### src/core/timer_pair_pkg.sv
// Purpose: Shared constants for the cascadable 16-bit timer pair.
// Assumes: APB with 32-bit data, one register per aligned word.
// Notes: Printed offsets are not word aligned, so byte address is index times four.
package timer_pair_pkg;
	// Register indices as printed; byte address = index * 4
	localparam logic [7:0] idx_a_ctrl_low = 8'hba;
	localparam logic [7:0] idx_a_ctrl_high = 8'hbb;
	localparam logic [7:0] idx_a_period_low = 8'hbc;
	localparam logic [7:0] idx_a_period_high = 8'hbd;
	localparam logic [7:0] idx_a_duty_low = 8'hbe;
	localparam logic [7:0] idx_a_duty_high = 8'hbf;
	localparam logic [7:0] idx_b_ctrl_low = 8'hc2;
	localparam logic [7:0] idx_b_ctrl_high = 8'hc3;
	localparam logic [7:0] idx_b_period_low = 8'hc4;
	localparam logic [7:0] idx_b_period_high = 8'hc5;
	localparam logic [7:0] idx_b_duty_low = 8'hc6;
	localparam logic [7:0] idx_b_duty_high = 8'hc7;
	localparam logic [7:0] idx_b_count_low = 8'hc8;
	localparam logic [7:0] idx_b_count_high = 8'hc9;
	localparam logic [7:0] idx_a_count_low = 8'hca;
	localparam logic [7:0] idx_a_count_high = 8'hcb;
	// Control high fields
	localparam int bit_run = 7;
	localparam int bit_mode_hi = 5;
	localparam int bit_mode_lo = 4;
	localparam int bit_count_clear = 0;
	// Control low fields
	localparam int bit_clk_hi = 7;
	localparam int bit_clk_lo = 5;
	localparam int bit_irq_flag = 4;
	localparam int bit_polarity = 2;
	localparam int bit_ext_edge = 1;
	localparam int bit_snapshot = 0;
	// Reset values
	localparam logic [7:0] ctrl_reset = 8'h00;
	localparam logic [15:0] data_reset = 16'hffff;
	// Modes
	localparam logic [1:0] mode_timer = 2'h0;
	localparam logic [1:0] mode_capture = 2'h1;
	localparam logic [1:0] mode_ppg_one = 2'h2;
	localparam logic [1:0] mode_ppg_rep = 2'h3;
	localparam logic [2:0] clk_sel_alt = 3'h7;
	localparam int presc_width = 11;
endpackage

### src/core/timer_pair.sv
// Purpose: Two 16-bit timers with prescalers, capture, PROGRAMMABLE_PULSE_GEN and cascade.
// Assumes: Single clock pclk at 200 MHz; pins synchronised by three flops.
// Notes: PROGRAMMABLE_PULSE_GEN period set by period register, duty by duty register.
`timescale 1ns/1ps

// Function
// - Run bit set clears timer A counter and starts it; cleared disables it.
// - Mode field picks timer/toggle, capture, PROGRAMMABLE_PULSE_GEN one-shot or PROGRAMMABLE_PULSE_GEN repeat.
// - Capture mode still raises the period-match interrupt.
// - Count-clear bit resets counter and reads back zero; writing zero does nothing.
// - Interrupt flag set by event; cleared by writing zero or acknowledge.
// - Timer B clock is fx/1,2,4,8,32,128,512 or timer A match.
// - With timer A match selected, timer B counts once per match.
// - Timer B compares counter with period register; match raises interrupt.
// - Timer B match resets its counter to zero.
// - Timer B counter clearable by its self-clearing count-clear bit.
// - Timer B toggles its toggle output on each match in timer mode.
// - Timer B capture mode loads counter into duty register on capture event.
// - Timer B drives PWM output in either PROGRAMMABLE_PULSE_GEN mode.
// - Timer A clock codes 0-6 give fx/2048..1; code 7 external clock.
// - Timer A matches when counter equals period register; match resets counter.
// - In PROGRAMMABLE_PULSE_GEN modes period register sets period, duty register sets duty.
// - PROGRAMMABLE_PULSE_GEN one-shot clears the run bit after exactly one pulse.
module timer_pair (
	// APB
	input wire logic pclk,
	input wire logic presetn,
	input wire logic psel,
	input wire logic penable,
	input wire logic pwrite,
	input wire logic [11:0] paddr,
	input wire logic [31:0] pwdata,
	output logic [31:0] prdata,
	output logic pready,
	output logic pslverr,
	// Interrupt acknowledges and requests
	input wire logic timer_a_irq_ack,
	input wire logic timer_b_irq_ack,
	output logic timer_a_irq,
	output logic timer_b_irq,
	// Pins
	input wire logic timer_a_ext_clk_in,
	input wire logic timer_a_capture_in,
	input wire logic timer_b_capture_in,
	output logic timer_a_toggle_out,
	output logic timer_a_pwm_out,
	output logic timer_b_toggle_out,
	output logic timer_b_pwm_out
);
	// Per-timer state, index 0 = timer A, 1 = timer B
	logic [7:0] ctrl_hi_ff [2];
	logic [7:0] ctrl_lo_ff [2];
	logic [15:0] period_ff [2];
	logic [15:0] duty_ff [2];
	logic [15:0] count_ff [2];
	logic [1:0] wave_ff;
	logic [1:0] tog_ff;
	logic [1:0] tick;
	logic [1:0] match;
	logic [1:0] cap_evt;
	// Prescaler width comes from the package; the slowest tap reads bit 10
	localparam int presc_width_l = timer_pair_pkg::presc_width;
	logic [presc_width_l-1:0] presc_ff;
	logic [2:0] ext_sync_ff;
	logic [2:0] capa_sync_ff;
	logic [2:0] capb_sync_ff;
	logic ext_prev_ff;
	logic capa_prev_ff;
	logic capb_prev_ff;
	logic ext_lvl;
	logic capa_lvl;
	logic capb_lvl;
	logic ext_edge;

	// APB decode
	logic wr_en;
	logic [9:0] word_idx;
	// Write only at the completing edge, so one access writes once
	assign wr_en = psel & penable & pwrite & pready;
	assign word_idx = paddr[11:2];

	// Prescaler shared by both timers, free running
	always_ff @(posedge pclk or negedge presetn) begin
		if (!presetn) begin
			presc_ff <= '0;
		end else begin
			presc_ff <= presc_ff + 1'b1;
		end
	end

	// Three-flop pin synchronisers; change taken when stages two and three agree
	always_ff @(posedge pclk or negedge presetn) begin
		if (!presetn) begin
			ext_sync_ff <= 3'h0;
			capa_sync_ff <= 3'h0;
			capb_sync_ff <= 3'h0;
			ext_prev_ff <= 1'b0;
			capa_prev_ff <= 1'b0;
			capb_prev_ff <= 1'b0;
		end else begin
			ext_sync_ff <= {ext_sync_ff[1:0], timer_a_ext_clk_in};
			capa_sync_ff <= {capa_sync_ff[1:0], timer_a_capture_in};
			capb_sync_ff <= {capb_sync_ff[1:0], timer_b_capture_in};
			ext_prev_ff <= ext_lvl;
			capa_prev_ff <= capa_lvl;
			capb_prev_ff <= capb_lvl;
		end
	end
	assign ext_lvl = (ext_sync_ff[1] == ext_sync_ff[2]) ? ext_sync_ff[2] : ext_prev_ff;
	assign capa_lvl = (capa_sync_ff[1] == capa_sync_ff[2]) ? capa_sync_ff[2] : capa_prev_ff;
	assign capb_lvl = (capb_sync_ff[1] == capb_sync_ff[2]) ? capb_sync_ff[2] : capb_prev_ff;
	// Capture on rising edge only; the capture edge is fixed
	assign cap_evt[0] = capa_lvl & ~capa_prev_ff;
	assign cap_evt[1] = capb_lvl & ~capb_prev_ff;
	assign ext_edge = ctrl_lo_ff[0][timer_pair_pkg::bit_ext_edge] ? (ext_lvl & ~ext_prev_ff)
		: (~ext_lvl & ext_prev_ff);

	// Slowest tap divides by 2048, so a narrower prescaler cannot serve it
	if (presc_width_l < 11) begin : g_presc_check
		$error("prescaler narrower than the slowest tap");
	end

	// Prescaler tap: strobe once every 2**n cycles
	function automatic logic presc_tap(input logic [presc_width_l-1:0] p, input int n);
		logic [presc_width_l-1:0] mask;
		mask = presc_width_l'((1 << n) - 1);
		return (p & mask) == mask;
	endfunction

	// Count ticks
	always_comb begin
		case (ctrl_lo_ff[0][timer_pair_pkg::bit_clk_hi:timer_pair_pkg::bit_clk_lo])
			3'h0: tick[0] = presc_tap(presc_ff, 11);
			3'h1: tick[0] = presc_tap(presc_ff, 9);
			3'h2: tick[0] = presc_tap(presc_ff, 6);
			3'h3: tick[0] = presc_tap(presc_ff, 3);
			3'h4: tick[0] = presc_tap(presc_ff, 2);
			3'h5: tick[0] = presc_tap(presc_ff, 1);
			3'h6: tick[0] = 1'b1;
			default: tick[0] = ext_edge;
		endcase
	end

	// Timer B tick in its own process: its cascade input depends on tick[0]
	always_comb begin
		case (ctrl_lo_ff[1][timer_pair_pkg::bit_clk_hi:timer_pair_pkg::bit_clk_lo])
			3'h0: tick[1] = presc_tap(presc_ff, 9);
			3'h1: tick[1] = presc_tap(presc_ff, 7);
			3'h2: tick[1] = presc_tap(presc_ff, 5);
			3'h3: tick[1] = presc_tap(presc_ff, 3);
			3'h4: tick[1] = presc_tap(presc_ff, 2);
			3'h5: tick[1] = presc_tap(presc_ff, 1);
			3'h6: tick[1] = 1'b1;
			default: tick[1] = match[0];
		endcase
	end

	genvar t;
	generate
		for (t = 0; t < 2; t++) begin : g_timer
			localparam logic [7:0] base = (t == 0) ? timer_pair_pkg::idx_a_ctrl_low
				: timer_pair_pkg::idx_b_ctrl_low;
			logic run;
			logic [1:0] mode;
			logic programmable_pulse_gen;
			logic pol;
			logic wr_lo;
			logic wr_hi;
			logic start;
			logic sw_clear;
			logic one_done;
			assign run = ctrl_hi_ff[t][timer_pair_pkg::bit_run];
			assign mode = ctrl_hi_ff[t][timer_pair_pkg::bit_mode_hi:timer_pair_pkg::bit_mode_lo];
			assign programmable_pulse_gen = mode[1];
			assign pol = ctrl_lo_ff[t][timer_pair_pkg::bit_polarity];
			assign wr_lo = wr_en && (word_idx == {2'h0, base});
			assign wr_hi = wr_en && (word_idx == {2'h0, 8'(base + 8'h01)});
			assign start = wr_hi && pwdata[timer_pair_pkg::bit_run] && !run;
			assign sw_clear = wr_hi && pwdata[timer_pair_pkg::bit_count_clear];
			// Match only on a counting tick, so a parked counter fires once
			assign match[t] = run && tick[t] && (count_ff[t] == period_ff[t]);
			assign one_done = match[t] && (mode == timer_pair_pkg::mode_ppg_one);

			// Counter
			always_ff @(posedge pclk or negedge presetn) begin
				if (!presetn) begin
					count_ff[t] <= '0;
				end else if (start || sw_clear) begin
					count_ff[t] <= '0;
				end else if (match[t]) begin
					count_ff[t] <= '0;
				end else if (run && tick[t]) begin
					count_ff[t] <= count_ff[t] + 16'h0001;
				end
			end

			// Control high: run, mode; count-clear never stored
			always_ff @(posedge pclk or negedge presetn) begin
				if (!presetn) begin
					ctrl_hi_ff[t] <= timer_pair_pkg::ctrl_reset;
				end else if (wr_hi) begin
					ctrl_hi_ff[t] <= pwdata[7:0] & 8'hb0;
				end else if (one_done) begin
					ctrl_hi_ff[t][timer_pair_pkg::bit_run] <= 1'b0;
				end
			end

			// Control low: flag set wins over clear; snapshot self-clears
			always_ff @(posedge pclk or negedge presetn) begin
				if (!presetn) begin
					ctrl_lo_ff[t] <= timer_pair_pkg::ctrl_reset;
				end else begin
					if (wr_lo) begin
						ctrl_lo_ff[t] <= pwdata[7:0] & 8'hf6;
						ctrl_lo_ff[t][timer_pair_pkg::bit_irq_flag] <=
							ctrl_lo_ff[t][timer_pair_pkg::bit_irq_flag] & pwdata[timer_pair_pkg::bit_irq_flag];
					end
					if (!wr_lo && (t == 0 ? timer_a_irq_ack : timer_b_irq_ack)) begin
						ctrl_lo_ff[t][timer_pair_pkg::bit_irq_flag] <= 1'b0;
					end
					if (match[t]) begin
						ctrl_lo_ff[t][timer_pair_pkg::bit_irq_flag] <= 1'b1;
					end
				end
			end

			// Period and duty registers; capture and snapshot load duty
			always_ff @(posedge pclk or negedge presetn) begin
				if (!presetn) begin
					period_ff[t] <= timer_pair_pkg::data_reset;
					duty_ff[t] <= timer_pair_pkg::data_reset;
				end else begin
					if (wr_en && word_idx == {2'h0, 8'(base + 8'h02)}) period_ff[t][7:0] <= pwdata[7:0];
					if (wr_en && word_idx == {2'h0, 8'(base + 8'h03)}) period_ff[t][15:8] <= pwdata[7:0];
					if (wr_en && word_idx == {2'h0, 8'(base + 8'h04)}) duty_ff[t][7:0] <= pwdata[7:0];
					if (wr_en && word_idx == {2'h0, 8'(base + 8'h05)}) duty_ff[t][15:8] <= pwdata[7:0];
					if (run && mode == timer_pair_pkg::mode_capture && cap_evt[t]) begin
						duty_ff[t] <= count_ff[t];
					end else if (wr_lo && pwdata[timer_pair_pkg::bit_snapshot]) begin
						duty_ff[t] <= count_ff[t];
					end
				end
			end

			// Waveforms: toggle in timer mode, PWM in PROGRAMMABLE_PULSE_GEN modes
			always_ff @(posedge pclk or negedge presetn) begin
				if (!presetn) begin
					tog_ff[t] <= 1'b0;
					wave_ff[t] <= 1'b0;
				end else if (!run) begin
					// Disabled outputs park at the idle level of the polarity
					tog_ff[t] <= pol;
					wave_ff[t] <= pol;
				end else begin
					if (mode == timer_pair_pkg::mode_timer && match[t]) begin
						tog_ff[t] <= ~tog_ff[t];
					end
					if (programmable_pulse_gen) begin
						// Active level up to duty, then idle level to period end
						wave_ff[t] <= (count_ff[t] < duty_ff[t]) ? ~pol : pol;
					end
				end
			end
		end
	endgenerate

	// APB read mux, registered
	logic [7:0] nxt_rd;
	always_comb begin
		case (word_idx[7:0])
			timer_pair_pkg::idx_a_ctrl_low: nxt_rd = ctrl_lo_ff[0];
			timer_pair_pkg::idx_a_ctrl_high: nxt_rd = ctrl_hi_ff[0];
			timer_pair_pkg::idx_a_period_low: nxt_rd = period_ff[0][7:0];
			timer_pair_pkg::idx_a_period_high: nxt_rd = period_ff[0][15:8];
			timer_pair_pkg::idx_a_duty_low: nxt_rd = duty_ff[0][7:0];
			timer_pair_pkg::idx_a_duty_high: nxt_rd = duty_ff[0][15:8];
			timer_pair_pkg::idx_a_count_low: nxt_rd = count_ff[0][7:0];
			timer_pair_pkg::idx_a_count_high: nxt_rd = count_ff[0][15:8];
			timer_pair_pkg::idx_b_ctrl_low: nxt_rd = ctrl_lo_ff[1];
			timer_pair_pkg::idx_b_ctrl_high: nxt_rd = ctrl_hi_ff[1];
			timer_pair_pkg::idx_b_period_low: nxt_rd = period_ff[1][7:0];
			timer_pair_pkg::idx_b_period_high: nxt_rd = period_ff[1][15:8];
			timer_pair_pkg::idx_b_duty_low: nxt_rd = duty_ff[1][7:0];
			timer_pair_pkg::idx_b_duty_high: nxt_rd = duty_ff[1][15:8];
			timer_pair_pkg::idx_b_count_low: nxt_rd = count_ff[1][7:0];
			timer_pair_pkg::idx_b_count_high: nxt_rd = count_ff[1][15:8];
			default: nxt_rd = 8'h00;
		endcase
	end
	logic mapped;
	assign mapped = (word_idx[9:8] == 2'h0) && (word_idx[7:0] >= timer_pair_pkg::idx_a_ctrl_low)
		&& (word_idx[7:0] <= timer_pair_pkg::idx_a_count_high)
		&& !(word_idx[7:0] == 8'hc0 || word_idx[7:0] == 8'hc1);

	// First access cycle; the answer follows one cycle later
	logic bus_access;
	logic rd_take;
	assign bus_access = psel & penable & ~pready;
	// Refused reads return zero even where the low index bits alias a register
	assign rd_take = bus_access & ~pwrite & mapped;

	// One wait state: pready rises in the second access cycle
	always_ff @(posedge pclk or negedge presetn) begin
		if (!presetn) begin
			prdata <= 32'h0000_0000;
			pready <= 1'b0;
			pslverr <= 1'b0;
		end else begin
			pready <= bus_access;
			pslverr <= bus_access & ~mapped;
			prdata <= rd_take ? {24'h000000, nxt_rd} : 32'h0000_0000;
		end
	end

	// Pin and interrupt outputs
	always_ff @(posedge pclk or negedge presetn) begin
		if (!presetn) begin
			timer_a_toggle_out <= 1'b0;
			timer_a_pwm_out <= 1'b0;
			timer_b_toggle_out <= 1'b0;
			timer_b_pwm_out <= 1'b0;
			timer_a_irq <= 1'b0;
			timer_b_irq <= 1'b0;
		end else begin
			timer_a_toggle_out <= tog_ff[0];
			timer_a_pwm_out <= wave_ff[0];
			timer_b_toggle_out <= tog_ff[1];
			timer_b_pwm_out <= wave_ff[1];
			timer_a_irq <= ctrl_lo_ff[0][timer_pair_pkg::bit_irq_flag];
			timer_b_irq <= ctrl_lo_ff[1][timer_pair_pkg::bit_irq_flag];
		end
	end
endmodule

### config.mk
export PLATFORM = sky130hd
export DESIGN_NAME = timer_pair
export DESIGN_NICKNAME = d
export VERILOG_FILES = /design/src/core/timer_pair_pkg.sv /design/src/core/timer_pair.sv
export SDC_FILE = /design/constraint.sdc
export NUM_CORES = 1
export LEC_CHECK = 0
export CAP_MARGIN = 20
export CORE_MARGIN = 2
export CORE_UTILIZATION = 55
export CTS_CLUSTER_SIZE = 10
export DETAILED_ROUTE_END_ITERATION = 6
export DONT_BUFFER_PORTS = 1
export PLACE_DENSITY = 0.79
export SKIP_CTS_REPAIR_TIMING = 1
export SYNTH_ARGS = -nofsm -noshare
export SYNTH_HDL_FRONTEND = slang
export SYNTH_SLANG_ARGS = --single-unit
### constraint.sdc
create_clock -name pclk -period 6.7 [get_ports pclk]
set_clock_uncertainty 0.05 [all_clocks]
set_input_delay 1.34 -clock pclk [delete_from_list [all_inputs] [get_ports pclk]]
set_output_delay 1.34 -clock pclk [all_outputs]
set_load 0.005 [all_outputs]
==> key figures, run 1 <==
Placed design
  • Post-DP HPWL: 16.3 mm
  • Placed Area: 9050 um^2
  • Dpl cells: 1081
  • Placer Congestion: 0.959
  • Port bufs: 0
  • Dpl ws: 2710 ps

Finish
  • N_diodes: 0
  • Util after Layout: 0.606
  • Non-filler cells, final: 1114
  • Final non-filler cell area: 9660 um^2
  • Area growth syn-to-layout: 7.42%
  • Share of layout cells above drive strength 1: 0.184
  • Final net count: 975
  • Commonest cells after routing, fill and taps aside: 93 x dfrtp_1, 79 x nand2_1, 64 x dfstp_2
  • Most common cell after layout, fill and taps aside: dfrtp_1

Yosys
  • Synth cell types: 65
  • Sequential fraction of the synthesis area: 0.446
  • Cell count after synthesis: 901
  • Number of synthesized flops with an enable pin: 0
  • Synth Warn #: 0
  • Syn_area_per_cell: 9.98 um^2
  • Yosys reg bits: 157
  • Synth Flop Type: dfrtp_1
  • Synthesized area: 8990 um^2
  • Asr flop ratio synth: 1.00

Timing
  • Final setup vio count: 0
  • Post-layout worst setup margin: 3020 ps
  • Period utilisation layout: 0.549
  • Minimum clock period: approximately 3700 ps
  • RSZ-0062 raised after global routing: no
  • Setup TNS: 0 ps
  • Worst slew margin: 0.343
  • Fmax: between 0.2 and 0.3 GHz
  • Fin. Hold Viols: 0
  • Final Max Slew Viols: 0
  • Worst-margin pin slew: 983 ps

Global route
  • Overflow after GRT: 0
  • Largest net degree at the start of global routing: 158
  • Vias in the first global route: 6624
  • Initial antenna violation count: 0
  • Overall Global Routing Usage: 0.272
  • First-pass GRT wire length: 37.0 mm

Pwr
  • Sw Share: 0.205
  • Clk network pwr share: 0.499
  • Flop pwr share: 0.490
  • Power Density: 203 nW/um^2
  • Max IR drop VDD: 0.000176 V
  • Pleak: roughly 0.0044 uW
  • Int Pwr: 1560 uW
  • Gate power share: 0.012
  • Sw power: 403 uW

Critical path
  • Reg-to-reg endpoint: count_ff[11]
  • Reg2Reg Setup Slack: 3020 ps
  • Worst R2R Start: presc_ff[0]
  • Data required, critical path: 7000 ps
  • Crit path largest cell delay: 670 ps
  • WP data arrival: 3980 ps
  • CP Launch Point: presc_ff[0]
  • Crit Path Max Fanout: 25
  • CP endpoint kind: flop
  • Reg2reg path depth: 12
  • Buf/Inv on CP: 0
  • Slowest cell on the critical path: or4b_4
  • Worst path cell trace: ha_1, nand2_1, nor2_1, and3_1, ha_1, mux2i_1, o21ai_0, a31oi_1, or4b_4, a21oi_4, or2b_1, a31oi_1
  • Startpoint types: flop
  • Critical path class: reg2reg
  • CP delay by family, top: simple AND/OR/NAND/NOR gates

Detailed routing
  • Overall routed net length: between 20 and 25 mm
  • DR vias/cell: 6.32
  • Drt wl/cell: between 20 and 25 um
  • Via count: 7037
  • Initial DRC count: 838
  • Pre-Repair DR Iteration Count: 7
  • Routed Antenna Nets: 0
  • Remaining DRCs: 7

Min path
  • Hold Path Origin: capb_sync_ff[0]
  • Hold Path Stages: 0
  • Worst hold path class: reg2reg
  • Worst Hold Endpoint: capb_sync_ff[1]

Floorplanning
  • Ports: 94
  • # rows: 46
  • Die height: 132 um
  • Die width: 132 um
  • Core footprint: between 15000 and 20000 um^2
  • Initial Util: 0.564
  • Die area: roughly 17000 um^2

Clock tree
  • CTS root buffer: clkbuf_16
  • Clock buffer count from CTS: 17
  • Worst-Skew Late Latency: 440 ps
  • CTS clk-pin slew, worst paths: ~60 ps
  • CTS tree: yes
  • H-tree level count: 4
  • Clock tree buffer depth: 2
  • CTS sink cnt: 157

Status
  • Status: finished, violations left
  • Failing checks: design-rule violations

Job
  • Total of max-cap violations: 0
-- flip-flops by register name, indices dropped and copies added (netlist names), 2 cells and up --
register      cells
count_ff         32
tog_ff            2
wave_ff           2
capb_sync_ff      3
prdata            8
presc_ff         11
ctrl_lo_ff       12
ctrl_hi_ff        6
capa_sync_ff      3
period_ff        32
duty_ff          32
ext_sync_ff       3
-- cells in the mapped netlist, drive strengths merged (16+ instances only) --
library cell / count / area share
xor2: 36 / 0.035
nor3: 19 / 0.011
nand2: 79 / 0.033
inv: 46 / 0.019
a21oi: 48 / 0.030
dfstp: 64 / 0.19
nor2: 52 / 0.022
nor4: 17 / 0.012
mux2: 42 / 0.053
o21ai: 54 / 0.030
mux2i: 37 / 0.041
ha: 36 / 0.050
clkbuf: 32 / 0.013
a31oi: 24 / 0.017
nand3: 25 / 0.014
xnor2: 16 / 0.016
dfrtp: 93 / 0.26
buf: 33 / 0.027
-- power groups by stage --
stage | registers [uW] | logic (uW) | clock network (uW)
2_1_floorplan | 975 | 34.1 | 0
3_3_place_gp | 976 | 21.5 | 0
3_5_place_dp | 976 | 21.9 | 0
4_1_cts | 961 | 22.1 | 990
5_1_grt | 961 | 25.2 | 1030
6_report | 961 | 22.8 | 978
-- worst max-delay path by stage --
stage / to / slack, ps / depth (start not counted)
floorplan: count_ff[23] / 3480 / 10
global placement: duty_ff[16] / 2820 / 6
detailed placement: duty_ff[16] / 2710 / 6
CTS: count_ff[11] / 3000 / 12
global route: count_ff[11] / 2670 / 12
finish: count_ff[11] / 3020 / 12
-- cell type report --
cell class	instances	area, um^2
fillers	1288	6280
multi-input cells	656	4550
flip-flops and latches	157	4010
clock buffers	21	450
well taps	216	270
inverters	46	173
clock inverters	11	143
repair buffers	7	60.1
-- kinds of logic after synthesis --
group,after synthesis,synth area share
flip-flops,157,0.446
other,1,0.000417
AO/OA/AOI/OAI,200,0.145
buffers and inverters,111,0.0594
XOR/XNOR,52,0.0506
multiplexers,83,0.104
AND/OR/NAND/NOR,258,0.141
adder cells (fa/ha/maj),39,0.0534
-- layer usage --
metal | track usage | vias to the layer above | part of all wire
met5 | 0 | - | 0
met4 | 0.131 | 0 | 0.040
met3 | 0.0880 | 78 | 0.099
met2 | 0.410 | 365 | 0.45
met1 | 0.356 | 3435 | 0.41
li1 | - | 3159 | -
-- worst reg2reg max path, cell delays in order (launching register included) --
cell	delay (ps)
dfrtp_1	460
ha_1	290
nand2_1	70
nor2_1	280
and3_1	210
ha_1	170
mux2i_1	70
o21ai_0	140
a31oi_1	150
or4b_4	670
a21oi_4	590
or2b_1	290
a31oi_1	160
-- stage by stage --
stage,hold WS [ps],power [uW]
final,303,1960
after detailed placement,295,998
after global routing,311,2020
after CTS,308,1970
after global placement,284,998
after floorplan,281,1010
(Power assumes the default switching activity.)
==> run 2: changes to the inputs <==
Settings changed: PLACE_DENSITY 0.79 to 0.82.
Clock period 6.7 ns to 3.1 ns, I/O delays scaled along.
==> run 2 against run 1 <==
The flow now finishes without violations. Design area up 3.8%. Final cell count up 3.7%. Maximum frequency up 28%.
==> key figures, run 2 (synthesis results as in run 1) <==
Status
  • Status: finished clean

Timing
  • Worst-margin pin slew: 878 ps (-105 ps)
  • Final Max Slew Viols: 0 (unchanged)
  • RSZ-0062 raised after global routing: no
  • Minimum clock period: 2870 ps (-809 ps)
  • Period utilisation layout: 0.926 (+0.377)
  • Setup TNS: 0 ps (unchanged)
  • Fin. Hold Viols: 0 (unchanged)
  • Final setup vio count: 0 (unchanged)
  • Fmax: 0.348 GHz (+28%)
  • Worst slew margin: 0.412 (+0.0694)

Critical path
  • WP data arrival: 3180 ps (-800 ps)
  • Crit path largest cell delay: 610 ps (-60 ps)
  • Startpoint types: flop
  • Crit Path Max Fanout: 25 (unchanged)
  • Slowest cell on the critical path: or4b_4
  • Data required, critical path: 3410 ps (-3590 ps)
  • Worst path cell trace: ha_1, nand2_1, nor2_1, and3_1, ha_1, mux2i_1, o21ai_1, a31oi_1, or4b_4, a21oi_4, buf_12, or2b_1, a31oi_1
  • Critical path class: reg2reg
  • CP endpoint kind: flop

Pwr
  • Max IR drop VDD: 0.000420 V (+140%)
  • Overall Power: 4330 uW (+120%)
  • Sw Share: 0.214 (+0.00820)
  • Sw power: 925 uW (+130%)
  • Gate power share: 0.023 (+0.011)
  • Flop pwr share: 0.480 (-0.010)
  • Clk network pwr share: 0.497 (-0.002)
  • Power Density: 432 nW/um^2 (+110%)
  • Pleak: 0.00459 uW (+5.3%)
  • Int Pwr: 3410 uW (+120%)

Floorplanning
  • Initial Util: 0.564 (unchanged)
  • Ports: 94 (unchanged)
  • Core footprint: 15900 um^2 (unchanged)
  • # rows: 46 (unchanged)
  • Die area: 17400 um^2 (unchanged)
  • Die width: 132 um (unchanged)
  • Die height: 132 um (unchanged)

Finish
  • Util after Layout: 0.629 (+0.0229)
  • Fillers: 1212 (-5.9%)
  • Commonest cells after routing, fill and taps aside: 93 x dfrtp_1, 79 x nand2_1, 64 x dfstp_2
  • Share of layout cells above drive strength 1: 0.217 (+0.0335)
  • Area growth syn-to-layout: 11.5%
  • Final net count: 1016 (+4.2%)
  • N_diodes: 0 (unchanged)
  • Largest regs: count_ff (32), duty_ff (32), period_ff (32)
  • Most common cell after layout, fill and taps aside: dfrtp_1

Detailed routing
  • Routed Antenna Nets: 0 (unchanged)
  • Via count: 7357 (+4.5%)
  • Overall routed net length: 24.8 mm (+6.7%)
  • Initial DRC count: 1033 (+23%)
  • Drt wl/cell: 21.5 um (+2.9%)
  • Pre-Repair DR Iteration Count: 6 (-1)
  • DR vias/cell: 6.37 (+0.84%)
  • Remaining DRCs: 0 (-7)

Clock tree
  • CTS root buffer: clkbuf_16
  • Worst-Skew Late Latency: 430 ps (about the same)
  • Clock buffer count from CTS: 17 (unchanged)
  • H-tree level count: 4 (unchanged)
  • CTS clk-pin slew, worst paths: 60 ps (about the same)
  • Clock tree buffer depth: 2 (unchanged)
  • CTS sink cnt: 157 (unchanged)
  • CTS tree: yes

Placed design
  • Port bufs: 0 (unchanged)
  • Post-DP HPWL: 17.4 mm (+6.4%)
  • Placer Congestion: 0.939 (-2.1%)

Global route
  • GR Layer Usage met1: 0.372 (+0.0162)
  • Overall Global Routing Usage: 0.290 (+0.0180)
  • Initial antenna violation count: 0 (unchanged)
  • Met3 Use GR: 0.0784 (-0.00961)
  • Met2 usage: 0.463 (+0.0530)
  • Largest net degree at the start of global routing: 158 (unchanged)
  • First-pass GRT wire length: 39.7 mm (+7.4%)
  • Overflow after GRT: 0 (unchanged)
  • Gr busiest metal: met2
  • Vias in the first global route: 7354 (+11%)

Min path
  • Worst hold path class: in2async

Job
  • Total of max-cap violations: 0 (unchanged)
## run 2: final timing paths
kind	from	endpoint	slack, ps	cells after the start
worst max-delay path	presc_ff[1]	count_ff[11]	230	13
worst min-delay path	presetn	capb_sync_ff[2]	60	1
worst max register to register	presc_ff[1]	count_ff[11]	230	13
worst min register to register	capb_sync_ff[0]	capb_sync_ff[1]	300	0
max in group asynchronous	presetn	duty_ff[24]	1840	1
min in group pclk	timer_a_ext_clk_in	ext_sync_ff[0]	160	0
## run 2: power groups by stage
stage	registers, uW	logic, uW	clock network (uW)
2_1_floorplan	2110	73.8	0
3_3_place_gp	2110	47.9	0
3_5_place_dp	2110	49.0	0
4_1_cts	2080	49.6	2160
5_1_grt	2080	112	2260
6_report	2080	99.9	2150
## run 2: stage by stage
stage | instances | hold slack [ps] | cell area [um^2] | setup WS (ps)
after floorplan | 924 | 274 | 9080 | 218
after global placement | 1120 | 279 | 9360 | 300
after detailed placement | 1120 | 280 | 9360 | 227
after CTS | 1152 | -175 | 9960 | 199
after global routing | 1155 | 91.6 | 10000 | 8.35
final | 1155 | 57.9 | 10000 | 229
## run 2: critical path, delay by kind of cell (launching register included)
family / cells / cell delay (ps)
AND/OR/NAND/NOR: 5 / 1170
AO/OA/AOI/OAI: 4 / 530
flip-flops: 1 / 380
adder cells (fa/ha/maj): 2 / 370
buffers and inverters: 1 / 180
multiplexers: 1 / 90
## run 2: final cells by class
cell class	count	area, um^2	area share
repair buffers	48	415	0.0414
flip-flops and latches	157	4010	0.400
clock buffers	22	464	0.0463
clock inverters	10	139	0.0139
multi-input cells	656	4550	0.454
inverters	46	173	0.0172
well taps	216	270	0.0270
## run 2: per-layer routing
metal / share of wire / wire length [um] / vias up
li1: - / - / 3249
met1: 0.39 / 9680 / 3548
met2: 0.46 / 11400 / 453
met3: 0.10 / 2590 / 107
met4: 0.046 / 1130 / 0
met5: 0 / 0 / -
==> run 3: changes to the inputs <==
Settings changed: PLACE_DENSITY 0.82 to 0.73.
==> run 3 against run 2 <==
The flow now finishes with violations (negative hold slack). Sequential power hardly changed. Largest power group unchanged. Highest routed layer unchanged. Die area stayed put. First-iteration DRC count decreased by 15%. Critical endpoint is now count_ff[8]. Sequential share of layout area rose by 0.18 points. Critical path depth unchanged. Design area is 0.45% lower. Power shrank 1.3%.
==> key figures, run 3 (synthesis results as in run 1) <==
Status
  • Status: finished, violations left
  • Failing checks: negative hold slack

Detailed routing
  • Routed Antenna Nets: 0 (unchanged)
  • DR vias/cell: 6.31 (-0.99%)
  • Drt wl/cell: 21.6 um (+0.67%)
  • Initial DRC count: 873 (-15%)
  • Via count: 7278 (-1.1%)
  • Overall routed net length: 24.9 mm (+0.59%)
  • Remaining DRCs: 0 (unchanged)
  • Pre-Repair DR Iteration Count: 7 (+1)

Floorplanning
  • # rows: 46 (unchanged)
  • Initial Util: 0.564 (unchanged)
  • Core footprint: 15900 um^2 (unchanged)
  • Die width: 132 um (unchanged)
  • Die height: 132 um (unchanged)
  • Die area: 17400 um^2 (unchanged)
  • Ports: 94 (unchanged)

Pwr
  • Overall Power: 4270 uW (-1.3%)
  • Pleak: 0.00457 uW (-0.42%)
  • Power Density: 428 nW/um^2 (-0.89%)
  • Max IR drop VDD: 0.000421 V (+0.23%)

Placed design
  • Port bufs: 0 (unchanged)
  • Post-DP HPWL: 17.7 mm (+1.7%)
  • Placer Congestion: 0.949 (+1.1%)

Critical path
  • CP endpoint kind: flop
  • Data required, critical path: 3400 ps (about the same)
  • Worst R2R Start: presc_ff[1]
  • CP Launch Point: presc_ff[1]
  • Startpoint types: flop
  • WP data arrival: 3140 ps (-40 ps)
  • Crit Path Max Fanout: 5 (-80%)
  • Critical path class: reg2reg

Finish
  • Multi-input gate area: 4570 um^2 (+0.30%)
  • Final net count: 1015 (-0.098%)
  • Fillers: 1298 (+7.1%)
  • N_diodes: 0 (unchanged)
  • Reg area: 4010 um^2 (unchanged)
  • Largest regs: count_ff (32), duty_ff (32), period_ff (32)
  • Commonest cells after routing, fill and taps aside: 93 x dfrtp_1, 79 x nand2_1, 64 x dfstp_2
  • Most common cell after layout, fill and taps aside: dfrtp_1
  • Share of layout cells above drive strength 1: 0.221 (+0.00343)
  • Area growth syn-to-layout: 11.0%

Clock tree
  • CTS clk-pin slew, worst paths: 60 ps (about the same)
  • H-tree level count: 4 (unchanged)
  • Worst-Skew Late Latency: 430 ps (about the same)
  • Clock tree buffer depth: 2 (unchanged)
  • CTS root buffer: clkbuf_16
  • CTS sink cnt: 157 (unchanged)
  • CTS tree: yes
  • Clock buffer count from CTS: 17 (unchanged)

Global route
  • Initial antenna violation count: 1 (+1)
  • Overall Global Routing Usage: 0.291 (+0.00100)
  • Overflow after GRT: 0 (unchanged)
  • First-pass GRT wire length: 39.0 mm (-1.9%)
  • Vias in the first global route: 6963 (-5.3%)
  • Largest net degree at the start of global routing: 158 (unchanged)

Job
  • Total of max-cap violations: 0 (unchanged)

Timing
  • Final Max Slew Viols: 0 (unchanged)
  • Worst-margin pin slew: 634 ps (-245 ps)
  • Worst slew margin: 0.578 (+0.165)
  • Fmax: 0.351 GHz (+0.83%)
  • Final setup vio count: 0 (unchanged)
  • Period utilisation layout: 0.918 (-0.00763)
  • Fin. Hold Viols: 95 (+95)
  • Setup TNS: 0 ps (unchanged)
  • Minimum clock period: 2850 ps (-23.7 ps)
  • RSZ-0062 raised after global routing: no
  • Hold Slack: -172 ps (-230 ps)

Min path
  • Worst hold path class: in2async
[run 3: cell count changes in the layout (fill, tap and decap cells not counted), sizes merged]
cell,delta
inv,-2
clkinv,+3
buf,-1
clkbuf,-1
a21oi,+1
dlygate4sd3,-1
[run 3: worst paths after layout]
| path | slack [ps] | end | cells after the start |
|---|---|---|---|
| worst max register to register | 250 | count_ff[8] | 13 |
| worst min-delay path | -170 | capb_sync_ff[2] | 0 |
| worst min register to register | 310 | capb_sync_ff[1] | 0 |
| worst max-delay path | 250 | count_ff[8] | 13 |
| max in group asynchronous | 2900 | duty_ff[27] | 0 |
| min in group pclk | 160 | ext_sync_ff[0] | 0 |
[run 3: layout make-up]
type | count | area share
Multi-Input combinational cell | 657 | 0.458
Sequential cell | 157 | 0.402
Clock buffer | 21 | 0.0461
Timing Repair Buffer | 46 | 0.0359
Tap cell | 216 | 0.0271
Inverter | 46 | 0.0173
Clock inverter | 11 | 0.0142
[run 3: through the flow]
step                      worst slack [ps]  area [um^2]  std cells   util  hold slack [ps]
after floorplan                        218         9080        924      -              274
after global placement                 256         9360       1120  0.587              279
after detailed placement               184         9360       1120  0.587              280
after CTS                              132         9960       1152  0.625             -177
after global routing                  12.5         9980       1154  0.626             -187
final                                  253         9980       1154  0.626             -172
[run 3: power breakdown]
group / internal, uW / leakage [uW] / switching, uW / total, uW
Sequential: 2070 / 0.00192 / 10.3 / 2080
Clock: 1300 / 0.000289 / 840 / 2140
Combinational: 20.5 / 0.00237 / 31.6 / 52.2
Total: 3390 / 0.00457 / 881 / 4270
[run 3: critical path, cell delays in order, from the launching register on]
cell      delay, ps
dfrtp_1         370
ha_1            170
nand2_1          50
nor2_1          110
and3_1          170
ha_1            160
mux2i_1          70
o21ai_0         150
a31oi_1          90
or4b_4          650
a21oi_2         310
buf_4           180
nand2b_1         50
a31oi_1         170
[run 3: per-layer routing]
metal | vias to the layer above | share of wire | GRT usage
met3 | 71 | 0.094 | 0.0757
met5 | - | 0 | 0
met4 | 0 | 0.037 | 0.133
li1 | 3240 | - | -
met2 | 402 | 0.46 | 0.446
met1 | 3565 | 0.41 | 0.389
